**src/design/brg_pkg.sv**
```systemverilog
// Constants, types and helpers for the bit-reverse address generator
package brg_pkg;

  // ==========================================================
  // Widths
  localparam int PTR_W     = 23;
  localparam int LOW_W     = 16;
  localparam int HIGH_W    = 7;
  localparam int DATA_W    = 16;
  localparam int IDX_W     = 3;
  localparam int NUM_PTR   = 8;

  // ==========================================================
  // Field positions and reset values
  localparam int LOW_LSB   = 0;
  localparam int HIGH_LSB  = 16;
  localparam int PAIR_BIT  = 0;
  localparam int STEP_IDX  = 0;
  localparam logic [PTR_W-1:0]  PTR_RST   = 23'h00_0000;
  localparam logic [DATA_W-1:0] DATA_RST  = 16'h0000;
  localparam logic [IDX_W-1:0]  IDX_RST   = 3'h0;
  localparam logic [IDX_W-1:0]  PAIR_NEXT = 3'h1;

  // ==========================================================
  // Sequencer states
  typedef enum logic [1:0] {
    brg_idle,
    brg_second,
    brg_drain
  } brg_state_type;

  // ==========================================================
  // Helpers
  function automatic logic [PTR_W-1:0] brg_reverse(input logic [PTR_W-1:0] value);
    logic [PTR_W-1:0] out;
    out = '0;
    for (int i = 0; i < PTR_W; i++) begin
      out[i] = value[PTR_W-1-i];
    end
    return out;
  endfunction : brg_reverse

  // Even word goes up by one, odd word goes down by one
  function automatic logic [PTR_W-1:0] brg_partner(input logic [PTR_W-1:0] first);
    logic [PTR_W-1:0] out;
    out = first[PAIR_BIT] ? first - 23'h00_0001 : first + 23'h00_0001;
    return out;
  endfunction : brg_partner

endpackage : brg_pkg

```
**src/design/brg_step_if.sv**
```systemverilog
// Carrier between the sequencer and the reverse-carry step unit
`timescale 1ns/10ps
interface brg_step_if;
  import brg_pkg::*;

  logic [PTR_W-1:0] base;
  logic [PTR_W-1:0] step;
  logic             minus;
  logic [PTR_W-1:0] result;

  modport requester (output base, output step, output minus, input result);
  modport unit      (input base, input step, input minus, output result);

endinterface : brg_step_if

```
**src/design/brg_addr_gen.sv**
```systemverilog
// Bit-reverse pointer address generator with register-space read sequencer
//
// Behaviour
// - Access uses the pointer before update; pointer changes only afterwards.
// - Compat mode off, plus form: pointer grows by temp step zero.
// - Plus-form step uses reverse carry propagation.
// - Compat mode off, minus form: pointer shrinks by temp step zero.
// - Minus-form step uses reverse borrow propagation.
// - Compat mode on: step comes from extended pointer zero, both forms.
// - No modulo wrap on the updated pointer, even when circular.
// - Circular pointer: zero-extended buffer start added to form the address.
// - Buffer start affects address only, never the stored pointer.
// - Single read fetches the word at pre-update address into destination.
// - Double read second address: even plus one, odd minus one.
// - First word to named register, second word to next pair register.
`timescale 1ns/10ps
module brg_addr_gen
  import brg_pkg::*;
(
  input  wire logic              clk,
  input  wire logic              sys_rst,
  input  wire logic              op_valid,
  input  wire logic              op_minus,
  input  wire logic              op_double,
  input  wire logic [IDX_W-1:0]  op_ptr_idx,
  input  wire logic [IDX_W-1:0]  op_dst_idx,
  input  wire logic              legacy_compat_mode,
  input  wire logic [NUM_PTR-1:0] pointer_mode_status,
  input  wire logic [LOW_W-1:0]  circ_buffer_start,
  input  wire logic [LOW_W-1:0]  temp_step_zero,
  input  wire logic              ptr_load_en,
  input  wire logic [IDX_W-1:0]  ptr_load_idx,
  input  wire logic [PTR_W-1:0]  ptr_load_data,
  input  wire logic [DATA_W-1:0] mem_rd_data,
  output logic                   op_ready,
  output logic                   mem_rd_en,
  output logic [PTR_W-1:0]       mem_rd_addr,
  output logic                   dst_wr_en,
  output logic [IDX_W-1:0]       dst_wr_idx,
  output logic [DATA_W-1:0]      dst_wr_data,
  output logic [PTR_W-1:0]       ptr_updated
);

  // ==========================================================
  // Pointer file
  logic [PTR_W-1:0] extended_aux_pointer [NUM_PTR];

  // ==========================================================
  // Sequencer state
  brg_state_type    state;
  logic [PTR_W-1:0] first_addr;
  logic [IDX_W-1:0] dst_base;
  logic             rd_pending;
  logic             rd_second;
  logic             rd_issue_second;

  // ==========================================================
  // Local decoders
  // One slot compare shared by the step and load paths
  function automatic logic brg_slot_hit(input logic [IDX_W-1:0] idx, input int unsigned slot);
    return idx == IDX_W'(slot);
  endfunction : brg_slot_hit

  // Sixteen-bit fields widen with zeros, never with sign
  function automatic logic [PTR_W-1:0] brg_zero_ext(input logic [LOW_W-1:0] value);
    return {{HIGH_W{1'b0}}, value};
  endfunction : brg_zero_ext

  // ==========================================================
  // Combinational address and step selection
  logic             take_op;
  logic [PTR_W-1:0] cur_ptr;
  logic [PTR_W-1:0] access_addr;
  logic [PTR_W-1:0] step_value;
  logic [PTR_W-1:0] next_ptr;
  logic [NUM_PTR-1:0] step_hit;
  logic [NUM_PTR-1:0] load_hit;

  brg_step_if step_bus ();

  assign take_op = op_valid && op_ready;
  assign cur_ptr = extended_aux_pointer[op_ptr_idx];

  // Which slot the operand steps and which one software loads
  generate
    for (genvar h = 0; h < NUM_PTR; h++) begin : g_hit
      assign step_hit[h] = take_op && brg_slot_hit(op_ptr_idx, h);
      assign load_hit[h] = ptr_load_en && brg_slot_hit(ptr_load_idx, h);
    end
  endgenerate

  // Buffer start is folded into the address only
  always_comb begin
    if (pointer_mode_status[op_ptr_idx]) begin
      access_addr = cur_ptr + brg_zero_ext(circ_buffer_start);
    end else begin
      access_addr = cur_ptr;
    end
  end

  always_comb begin
    if (legacy_compat_mode) begin
      step_value = extended_aux_pointer[STEP_IDX];
    end else begin
      step_value = brg_zero_ext(temp_step_zero);
    end
  end

  assign step_bus.base  = cur_ptr;
  assign step_bus.step  = step_value;
  assign step_bus.minus = op_minus;

  brg_rev_adder u_rev_adder (
    .step_port (step_bus.unit)
  );

  // Raw step result; no circular wrap, no buffer start
  assign next_ptr = step_bus.result;

  // ==========================================================
  // Pointer file update
  // A stepped pointer wins over a software load to the same slot,
  // so an access never loses its post-modification.
  generate
    for (genvar g = 0; g < NUM_PTR; g++) begin : g_ptr
      always_ff @(posedge clk or posedge sys_rst) begin
        if (sys_rst) begin
          extended_aux_pointer[g] <= PTR_RST;
        end else if (step_hit[g]) begin
          extended_aux_pointer[g] <= next_ptr;
        end else if (load_hit[g]) begin
          extended_aux_pointer[g] <= ptr_load_data;
        end
      end
    end
  endgenerate

  always_ff @(posedge clk or posedge sys_rst) begin
    if (sys_rst) begin
      ptr_updated <= PTR_RST;
    end else if (take_op) begin
      ptr_updated <= next_ptr;
    end
  end

  // ==========================================================
  // Sequencer
  always_ff @(posedge clk or posedge sys_rst) begin
    if (sys_rst) begin
      state      <= brg_idle;
      op_ready   <= 1'b1;
      first_addr <= PTR_RST;
      dst_base   <= IDX_RST;
    end else begin
      case (state)
        brg_idle: begin
          if (take_op) begin
            first_addr <= access_addr;
            dst_base   <= op_dst_idx;
            op_ready   <= 1'b0;
            state      <= op_double ? brg_second : brg_drain;
          end
        end
        brg_second: begin
          state <= brg_drain;
        end
        brg_drain: begin
          // Holds off the next operand until the last word has landed
          if (!rd_pending && !mem_rd_en) begin
            op_ready <= 1'b1;
            state    <= brg_idle;
          end
        end
        default: begin
          op_ready <= 1'b1;
          state    <= brg_idle;
        end
      endcase
    end
  end

  // ==========================================================
  // Read port
  always_ff @(posedge clk or posedge sys_rst) begin
    if (sys_rst) begin
      mem_rd_en   <= 1'b0;
      mem_rd_addr <= PTR_RST;
    end else if (take_op) begin
      mem_rd_en   <= 1'b1;
      mem_rd_addr <= access_addr;
    end else if (state == brg_second) begin
      mem_rd_en   <= 1'b1;
      mem_rd_addr <= brg_partner(first_addr);
    end else begin
      mem_rd_en   <= 1'b0;
    end
  end

  // Marks the cycle in which the partner word goes out
  always_ff @(posedge clk or posedge sys_rst) begin
    if (sys_rst) begin
      rd_issue_second <= 1'b0;
    end else begin
      rd_issue_second <= (state == brg_second);
    end
  end

  // Tracks which word of the pair returns next; order, not address, decides
  always_ff @(posedge clk or posedge sys_rst) begin
    if (sys_rst) begin
      rd_pending <= 1'b0;
      rd_second  <= 1'b0;
    end else begin
      rd_pending <= mem_rd_en;
      rd_second  <= mem_rd_en && rd_issue_second;
    end
  end

  // ==========================================================
  // Destination write port
  always_ff @(posedge clk or posedge sys_rst) begin
    if (sys_rst) begin
      dst_wr_en   <= 1'b0;
      dst_wr_idx  <= IDX_RST;
      dst_wr_data <= DATA_RST;
    end else if (rd_pending) begin
      dst_wr_en   <= 1'b1;
      dst_wr_data <= mem_rd_data;
      if (rd_second) begin
        dst_wr_idx <= dst_base + PAIR_NEXT;
      end else begin
        dst_wr_idx <= dst_base;
      end
    end else begin
      dst_wr_en   <= 1'b0;
    end
  end

endmodule : brg_addr_gen

```
**src/design/brg_rev_adder.sv**
```systemverilog
// Reverse-carry adder and subtractor for pointer steps
`timescale 1ns/10ps
module brg_rev_adder
  import brg_pkg::*;
(
  brg_step_if.unit step_port
);

  // ==========================================================
  // Mirrored arithmetic
  logic [PTR_W-1:0] rev_base;
  logic [PTR_W-1:0] rev_step;
  logic [PTR_W-1:0] rev_result;

  assign rev_base = brg_reverse(step_port.base);
  assign rev_step = brg_reverse(step_port.step);

  // Carries and borrows run from the top bit downward
  always_comb begin
    if (step_port.minus) begin
      rev_result = rev_base - rev_step;
    end else begin
      rev_result = rev_base + rev_step;
    end
  end

  assign step_port.result = brg_reverse(rev_result);

endmodule : brg_rev_adder

```
**config.mk**
```make
export PLATFORM = sky130hd
export DESIGN_NAME = brg_addr_gen
export DESIGN_NICKNAME = d
export VERILOG_FILES = /design/src/design/brg_pkg.sv /design/src/design/brg_step_if.sv /design/src/design/brg_addr_gen.sv /design/src/design/brg_rev_adder.sv
export SDC_FILE = /design/constraint.sdc
export NUM_CORES = 1
export LEC_CHECK = 0
export BUFFER_PORTS_ARGS = -buffer_cell sky130_fd_sc_hd__buf_2
export CORE_ASPECT_RATIO = 2
export CORE_UTILIZATION = 45
export DETAILED_ROUTE_END_ITERATION = 7
export SYNTH_ARGS = -nofsm -noshare
export SYNTH_HDL_FRONTEND = slang
export SYNTH_SLANG_ARGS = --single-unit
```
**constraint.sdc**
```tcl
create_clock -name clk -period 17.75 [get_ports clk]
set_clock_uncertainty 0.15 [all_clocks]
set_input_delay 1.775 -clock clk [delete_from_list [all_inputs] [get_ports clk]]
set_output_delay 1.775 -clock clk [all_outputs]
set_load 0.01 [all_outputs]
```
=== Word level (Yosys, flattened, before mapping) ===
Cells that the tools add are included.

* Input port bits: 95
* Register bits after elaboration: 283
* Output and inout port bits: 68

* Bitwise operators: 2
* Magnitude comparators: 2
* Reductions and logical operators: 36
* Mux-type cells: 38
* Eq/ne operators: 18
* Add/subtract/negate cells: 6

{| class="wikitable"
|+ Operator list
! operator !! count
|-
| two-way mux 23 bit || 24
|-
| binary-select mux 23 bit (select 3 bit) || 1
|-
| == test 3 bit (second input constant) || 8
|-
| adder 23 x 1 -> 23 bit (second input constant) || 1
|-
| adder 23 x 16 -> 23 bit || 1
|-
| adder 23 bit || 1
|-
| subtractor 23 x 1 -> 23 bit (second input constant) || 1
|-
| subtractor 23 bit || 1
|-
| logical AND 1 bit || 19
|-
| nonzero test 2 bit || 9
|-
| == test 3 x 2 -> 1 bit (second input constant) || 4
|-
| == test 3 x 1 -> 1 bit (second input constant) || 2
|-
| zero test 3 bit || 2
|-
| two-way mux 1 bit || 6
|-
| two-way mux 2 bit || 3
|-
| one-hot mux 2 bit (3 select lines) || 1
|-
| >= comparator 4 bit (second input constant) || 1
|-
| < comparator 3 x 4 -> 1 bit (second input constant) || 1
|-
| != test 2 bit (second input constant) || 2
|-
| inverter 3 -> 4 bit || 1
|-
| AND reduction 2 bit || 2
|-
| adder 3 x 1 -> 3 bit (second input constant) || 1
|-
| binary-select mux 1 bit (select 3 bit) || 1
|-
| two-way mux 3 bit || 1
|-
| 7 further kinds || 8
|}

=== Logic depth before layout (Yosys ltp) ===
* Depth after elaboration: 7
* Gate-level depth with buffers: 20

=== Cells and area by module ===
From an unflattened synthesis, not the netlist that was laid out.

* Cells, all modules: 1,876
* Area, all modules: 17,810.8 sq um

{| class="wikitable"
|+ Modules (own cells, without submodules)
! module !! cells an instance !! area each (sq um) !! sequential area each (sq um) !! times used
|-
| brg_addr_gen || 1,639 || 16,065.4 || 7,083.0 || 1
|-
| brg_rev_adder || 237 || 1,745.4 || 0.0 || 1
|}

=== Worst setup path after synthesis ===
Ideal clock, no wire load.

* Path kind: input -> register
* From: in legacy_compat_mode
* To: reg extended_aux_pointer[70] (netlist bit)
* Cell stages on the path: 19
* Required time: 17.471 ns
* Buffers on the path: 5
* Slack: 10.800 ns
* Arrival time: 6.670 ns
* Cells stage by stage: clkbuf_1 -> buf_1 -> buf_1 -> clkbuf_1 -> clkbuf_1 -> nand2_1 -> ha_1 -> nor2b_1 -> a31oi_1 -> ha_1 -> nor2b_1 -> o31a_1 -> o221a_2 -> o31a_1 -> o41a_1 -> or4_4 -> a31oi_4 -> xor2_4 -> o21ai_1

* Longest elaborated chain between the ends: 4

{| class="wikitable"
|+ Ends and longest elaborated chain
! item !! line !! source
|-
| start: declaration || brg_addr_gen.sv:27 || <nowiki>input wire logic legacy_compat_mode,</nowiki>
|-
| two-way mux 23 bit (*) || brg_addr_gen.sv:102 || <nowiki>if (legacy_compat_mode) begin</nowiki>
|-
| adder 23 bit or subtractor 23 bit (tied branches) || brg_rev_adder.sv:23, brg_rev_adder.sv:21 ||
|-
| two-way mux 23 bit (*) || brg_rev_adder.sv:20 || <nowiki>if (step_port.minus) begin</nowiki>
|-
| two-way mux 23 bit (*) || brg_addr_gen.sv:129 || <nowiki>end else if (step_hit[g]) begin</nowiki>
|-
| end signal: indexed assignment || brg_addr_gen.sv:130 || <nowiki>extended_aux_pointer[g] <= next_ptr;</nowiki>
|-
| end signal: indexed assignment || brg_addr_gen.sv:132 || <nowiki>extended_aux_pointer[g] <= ptr_load_data;</nowiki>
|-
| end: declaration || brg_addr_gen.sv:46 || <nowiki>logic [PTR_W-1:0] extended_aux_pointer [NUM_PTR];</nowiki>
|}

Mark *: on every way between the ends. The rest lies on a longest branch, timed or not.
A chain may end at the register's enable or synchronous reset.

=== Final worst setup path ===
* From: in op_ptr_idx[1]
* To: reg mem_rd_addr[16]

* Longest elaborated chain between the ends: 7

{| class="wikitable"
|+ Ends and longest elaborated chain
! item !! line !! source
|-
| start: declaration || brg_addr_gen.sv:25 || <nowiki>input wire logic [IDX_W-1:0] op_ptr_idx,</nowiki>
|-
| inverter 3 -> 4 bit (implied by the code) || brg_addr_gen.sv:82 || <nowiki>assign cur_ptr = extended_aux_pointer[op_ptr_idx];</nowiki>
|-
| binary-select mux 23 bit (select 3 bit) || brg_addr_gen.sv:82 ||
|-
| two-way mux 23 bit (implied by the code) (2 in series) || brg_addr_gen.sv:82 ||
|-
| adder 23 x 16 -> 23 bit || brg_addr_gen.sv:95 || <nowiki>access_addr = cur_ptr + brg_zero_ext(circ_buffer_start);</nowiki>
|-
| two-way mux 23 bit (*) || brg_addr_gen.sv:94 || <nowiki>if (pointer_mode_status[op_ptr_idx]) begin</nowiki>
|-
| two-way mux 23 bit (*) || brg_addr_gen.sv:188 || <nowiki>end else if (take_op) begin</nowiki>
|-
| end signal: assignment || brg_addr_gen.sv:190 || <nowiki>mem_rd_addr <= access_addr;</nowiki>
|-
| end signal: assignment || brg_addr_gen.sv:193 || <nowiki>mem_rd_addr <= brg_partner(first_addr);</nowiki>
|-
| end: declaration || brg_addr_gen.sv:37 || <nowiki>output logic [PTR_W-1:0] mem_rd_addr,</nowiki>
|}

Mark *: on every way between the ends. The rest lies on a longest branch, timed or not. The select of a mux whose other input is x is not followed.

==> summary.md <==
| Metric | Value |
|---|---|
| Syn Area/Cell | 9.67 µm² |
| Synth Flop Type | dfrtp_1 |
| Tot GR Track Use | 0.267 |
| Yosys warnings | 0 |
| IO buf count | roughly 160 |
| Ratio of final minimum period to clock period | 0.378 |
| Die Height | between 200 and 300 µm |
| CTS tree | done |
| Drt total wl | 51700 µm |
| FF-to-FF path depth | 14 |
| Routed vias | around 14000 |
| Final #Nets | between 2000 and 2500 |
| Largest net degree at the start of global routing | approximately 140 |
| Number of setup buffers added after CTS | 0 |
| Worst path top cell family by delay | compound AO/OA/AOI/OAI gates |
| Detail Route Antenna Nets | 0 |
| DRT iter0 DRCs | a little under 800 |
| Num ports | around 160 |
| Worst hold path depth | 0 |
| Clock slew at reported path FFs | 0.07 ns |
| Crit path arrival time | between 6 and 7 ns |
| Min-delay worst type | flip-flop to flip-flop |
| Dominant cells by area after synthesis | dfrtp_1 (40%), mux2i_1 (10%), mux4_2 (5.9%) |
| Final hold violation count | 0 |
| Fill cells | 3522 |
| Htree depth | 1 |
| Core Area | roughly 38000 µm² |
| Distinct cells, synth | 70 |
| Floorplan row count | approximately 100 |
| Required @ worst endpoint | 18.03 ns |
| Vias per Instance | 5.77 |
| Clk root buf | clkbuf_16 |
| Initial antenna violation count | 5 |
| Top-count cell post-synth | dfrtp_1 |
| Crit path cell chain | buf_2, buf_4, mux4_2, mux2i_1, inv_1, ha_1, fa_1, a211oi_1, o21ai_0, a2111oi_0, o31ai_1, nand2b_1, xnor2_1, nor2_1, a31oi_1, o21ai_0 |
| Tmin final | roughly 6.7 ns |
| Crit Path Max Fanout | 30 |
| Post-synth ARST share | 1.00 |
| Reg area | 7080 µm² |
| Layout Area Growth over Synthesis | 12.3% |
| CP peak stage delay | 0.86 ns |
| Die X-Extent | 141 µm |
| Unrepaired setup endpoints after global routing | no |
| Cts repair resizes | 0 |
| Most frequent cells after synthesis | dfrtp_1 (282), nand2_1 (254), mux2i_1 (174) |
| Num CTS Buffers | 27 |
| HPWL Detailed | 36100 µm |
| Dpl cell area | roughly 19000 µm² |
| Area leader, netlist | dfrtp_1 |
| Layout Cells excl Fill | 2436 |
| Top cell by count, worst path | o21ai_0 |
| Sequential cell area fraction in the yosys report | 0.407 |
| Fin. max-slew vios | 0 |
| Worst-Skew Late Latency | between 0.5 and 0.6 ns |
| Die ar. | 39600 µm² |
| Syn Std Cell Area | between 15000 and 20000 µm² |
| Final setup violation count | 0 |
| Critical Path Start Type | input pin |
| Critical path depth | 16 |
| WS Path Type | input pin to flip-flop |
| Status | finished clean |
| Fin area | 19600 µm² |
| Max IR drop VDD | between 0.00006 and 0.00007 V |
| Layout cells sized above 1 | 0.189 |
| Post-Syn Nets | between 1500 and 2000 |
| F_max | 0.149 GHz |
| Leakage | a little over 9 nW |
| Worst slew margin | 0.197 |
| Initial Util | 0.458 |
| Worst-Margin Slew | between 1 and 1.5 ns |
| Max-cap violations | 0 |
| Slowest-stage cell, CP | a2111oi_0 |
| Residual DRC | 0 |
| Hold_buf cts | 0 |
| Pwr per Cell Area | 111 nW/µm² |
| Global-route wire length before repair | 81000 µm |
| Drt first pass iters | 5 |
| Number of global-route vias before repair | around 15000 |
| Synthesized flop and latch total | about 280 |
| Setup TNS | 0 ns |
| Gr ovfl total | 0 |
| GPL Wtd Cong | between 0.8 and 0.9 |
| Inst Count DP | around 2400 |
| Post-synth EDFFs | 0 |
| Wire length per cell | between 20 and 25 µm |
| CTS sink cnt | 283 |
| Crit. End Element | flip-flop |
| Buf/Inv on CP | 3 |
| Multi-input logic area | 9860 µm² |
| Clk buf depth | 3 |
| Post-synthesis cell count | around 1800 |
| Share of the synthesized area in the top cell type | 0.405 |
[kinds of logic after synthesis]
kind of cell             count (synthesis)  share of synthesized area
XOR/XNOR                                81                     0.0422
adder cells (fa/ha/maj)                 64                     0.0468
AO/OA/AOI/OAI                          453                      0.154
AND/OR/NAND/NOR                        497                      0.122
multiplexers                           278                      0.197
buffers and inverters                  146                     0.0318
flip-flops                             283                      0.407
[sequential cells by signal, summed over array words and instances, names as in the netlist]
name and flops:
extended_aux_pointer 184, dst_base 3, rd_issue_second 1, ptr_updated 23
dst_wr_en 1, rd_pending 1, mem_rd_en 1, first_addr 23
dst_wr_data 16, rd_second 1, mem_rd_addr 23, state 2
op_ready 1, dst_wr_idx 3
[cells in the final DEF, fill, tap and decap left out, drive strengths merged, types with 19 or more instances in the layout]
cell type / count
xnor2: 45
nand2: 254
nor2: 136
mux4: 46
a21o: 25
inv: 22
nor3: 19
mux2: 58
buf: 188
a21oi: 144
mux2i: 174
clkbuf: 39
a211oi: 26
dfrtp: 282
xor2: 36
ha: 62
o21ai: 172
[final cells by class]
| class | count | share of cell area |
|---|---|---|
| well taps | 515 | 0.0329 |
| repair buffers | 188 | 0.0515 |
| inverters | 23 | 0.00480 |
| diodes | 5 | 0.000639 |
| multi-input cells | 1373 | 0.504 |
| flip-flops and latches | 283 | 0.362 |
| clock buffers | 39 | 0.0399 |
| clock inverters | 10 | 0.00422 |
[metal layers]
layer	wire [µm]	global-route usage
met2	28400	0.511
met4	1650	0.106
met1	19500	0.297
met3	2250	0.0270
met5	13	0
[metrics by stage]
stage | power [mW] | hold WS [ns] | setup slack (ns) | utilization
4_1_cts | 2.19 | 0.294 | 10.91 | 0.514
2_1_floorplan | 1.36 | 0.284 | 8.02 | -
5_1_grt | 2.30 | 0.306 | 10.63 | 0.514
3_5_place_dp | 1.60 | 0.269 | 10.32 | 0.491
6_report | 2.18 | 0.288 | 11.04 | 0.514
3_3_place_gp | 1.59 | 0.256 | 10.34 | 0.491
[report_power, final]
group,total [mW],switching [mW],internal [mW]
sequential,0.801,0.0619,0.739
combinational,0.795,0.498,0.298
clock,0.580,0.260,0.320
total,2.18,0.820,1.36
[final timing paths]
| check | from | end | slack [ns] |
|---|---|---|---|
| setup / recovery | op_ptr_idx[1] | mem_rd_addr[16] | 11.04 |
| hold / removal | mem_rd_en | rd_pending | 0.29 |
| setup reg to reg | extended_aux_pointer[183] | ptr_updated[2] | 12.68 |
| hold reg to reg | mem_rd_en | rd_pending | 0.29 |
| max in group asynchronous | sys_rst | extended_aux_pointer[129] | 13.65 |
| min in group asynchronous | sys_rst | ptr_updated[9] | 1.29 |
Note: power is estimated with default switching activity, not from simulation.
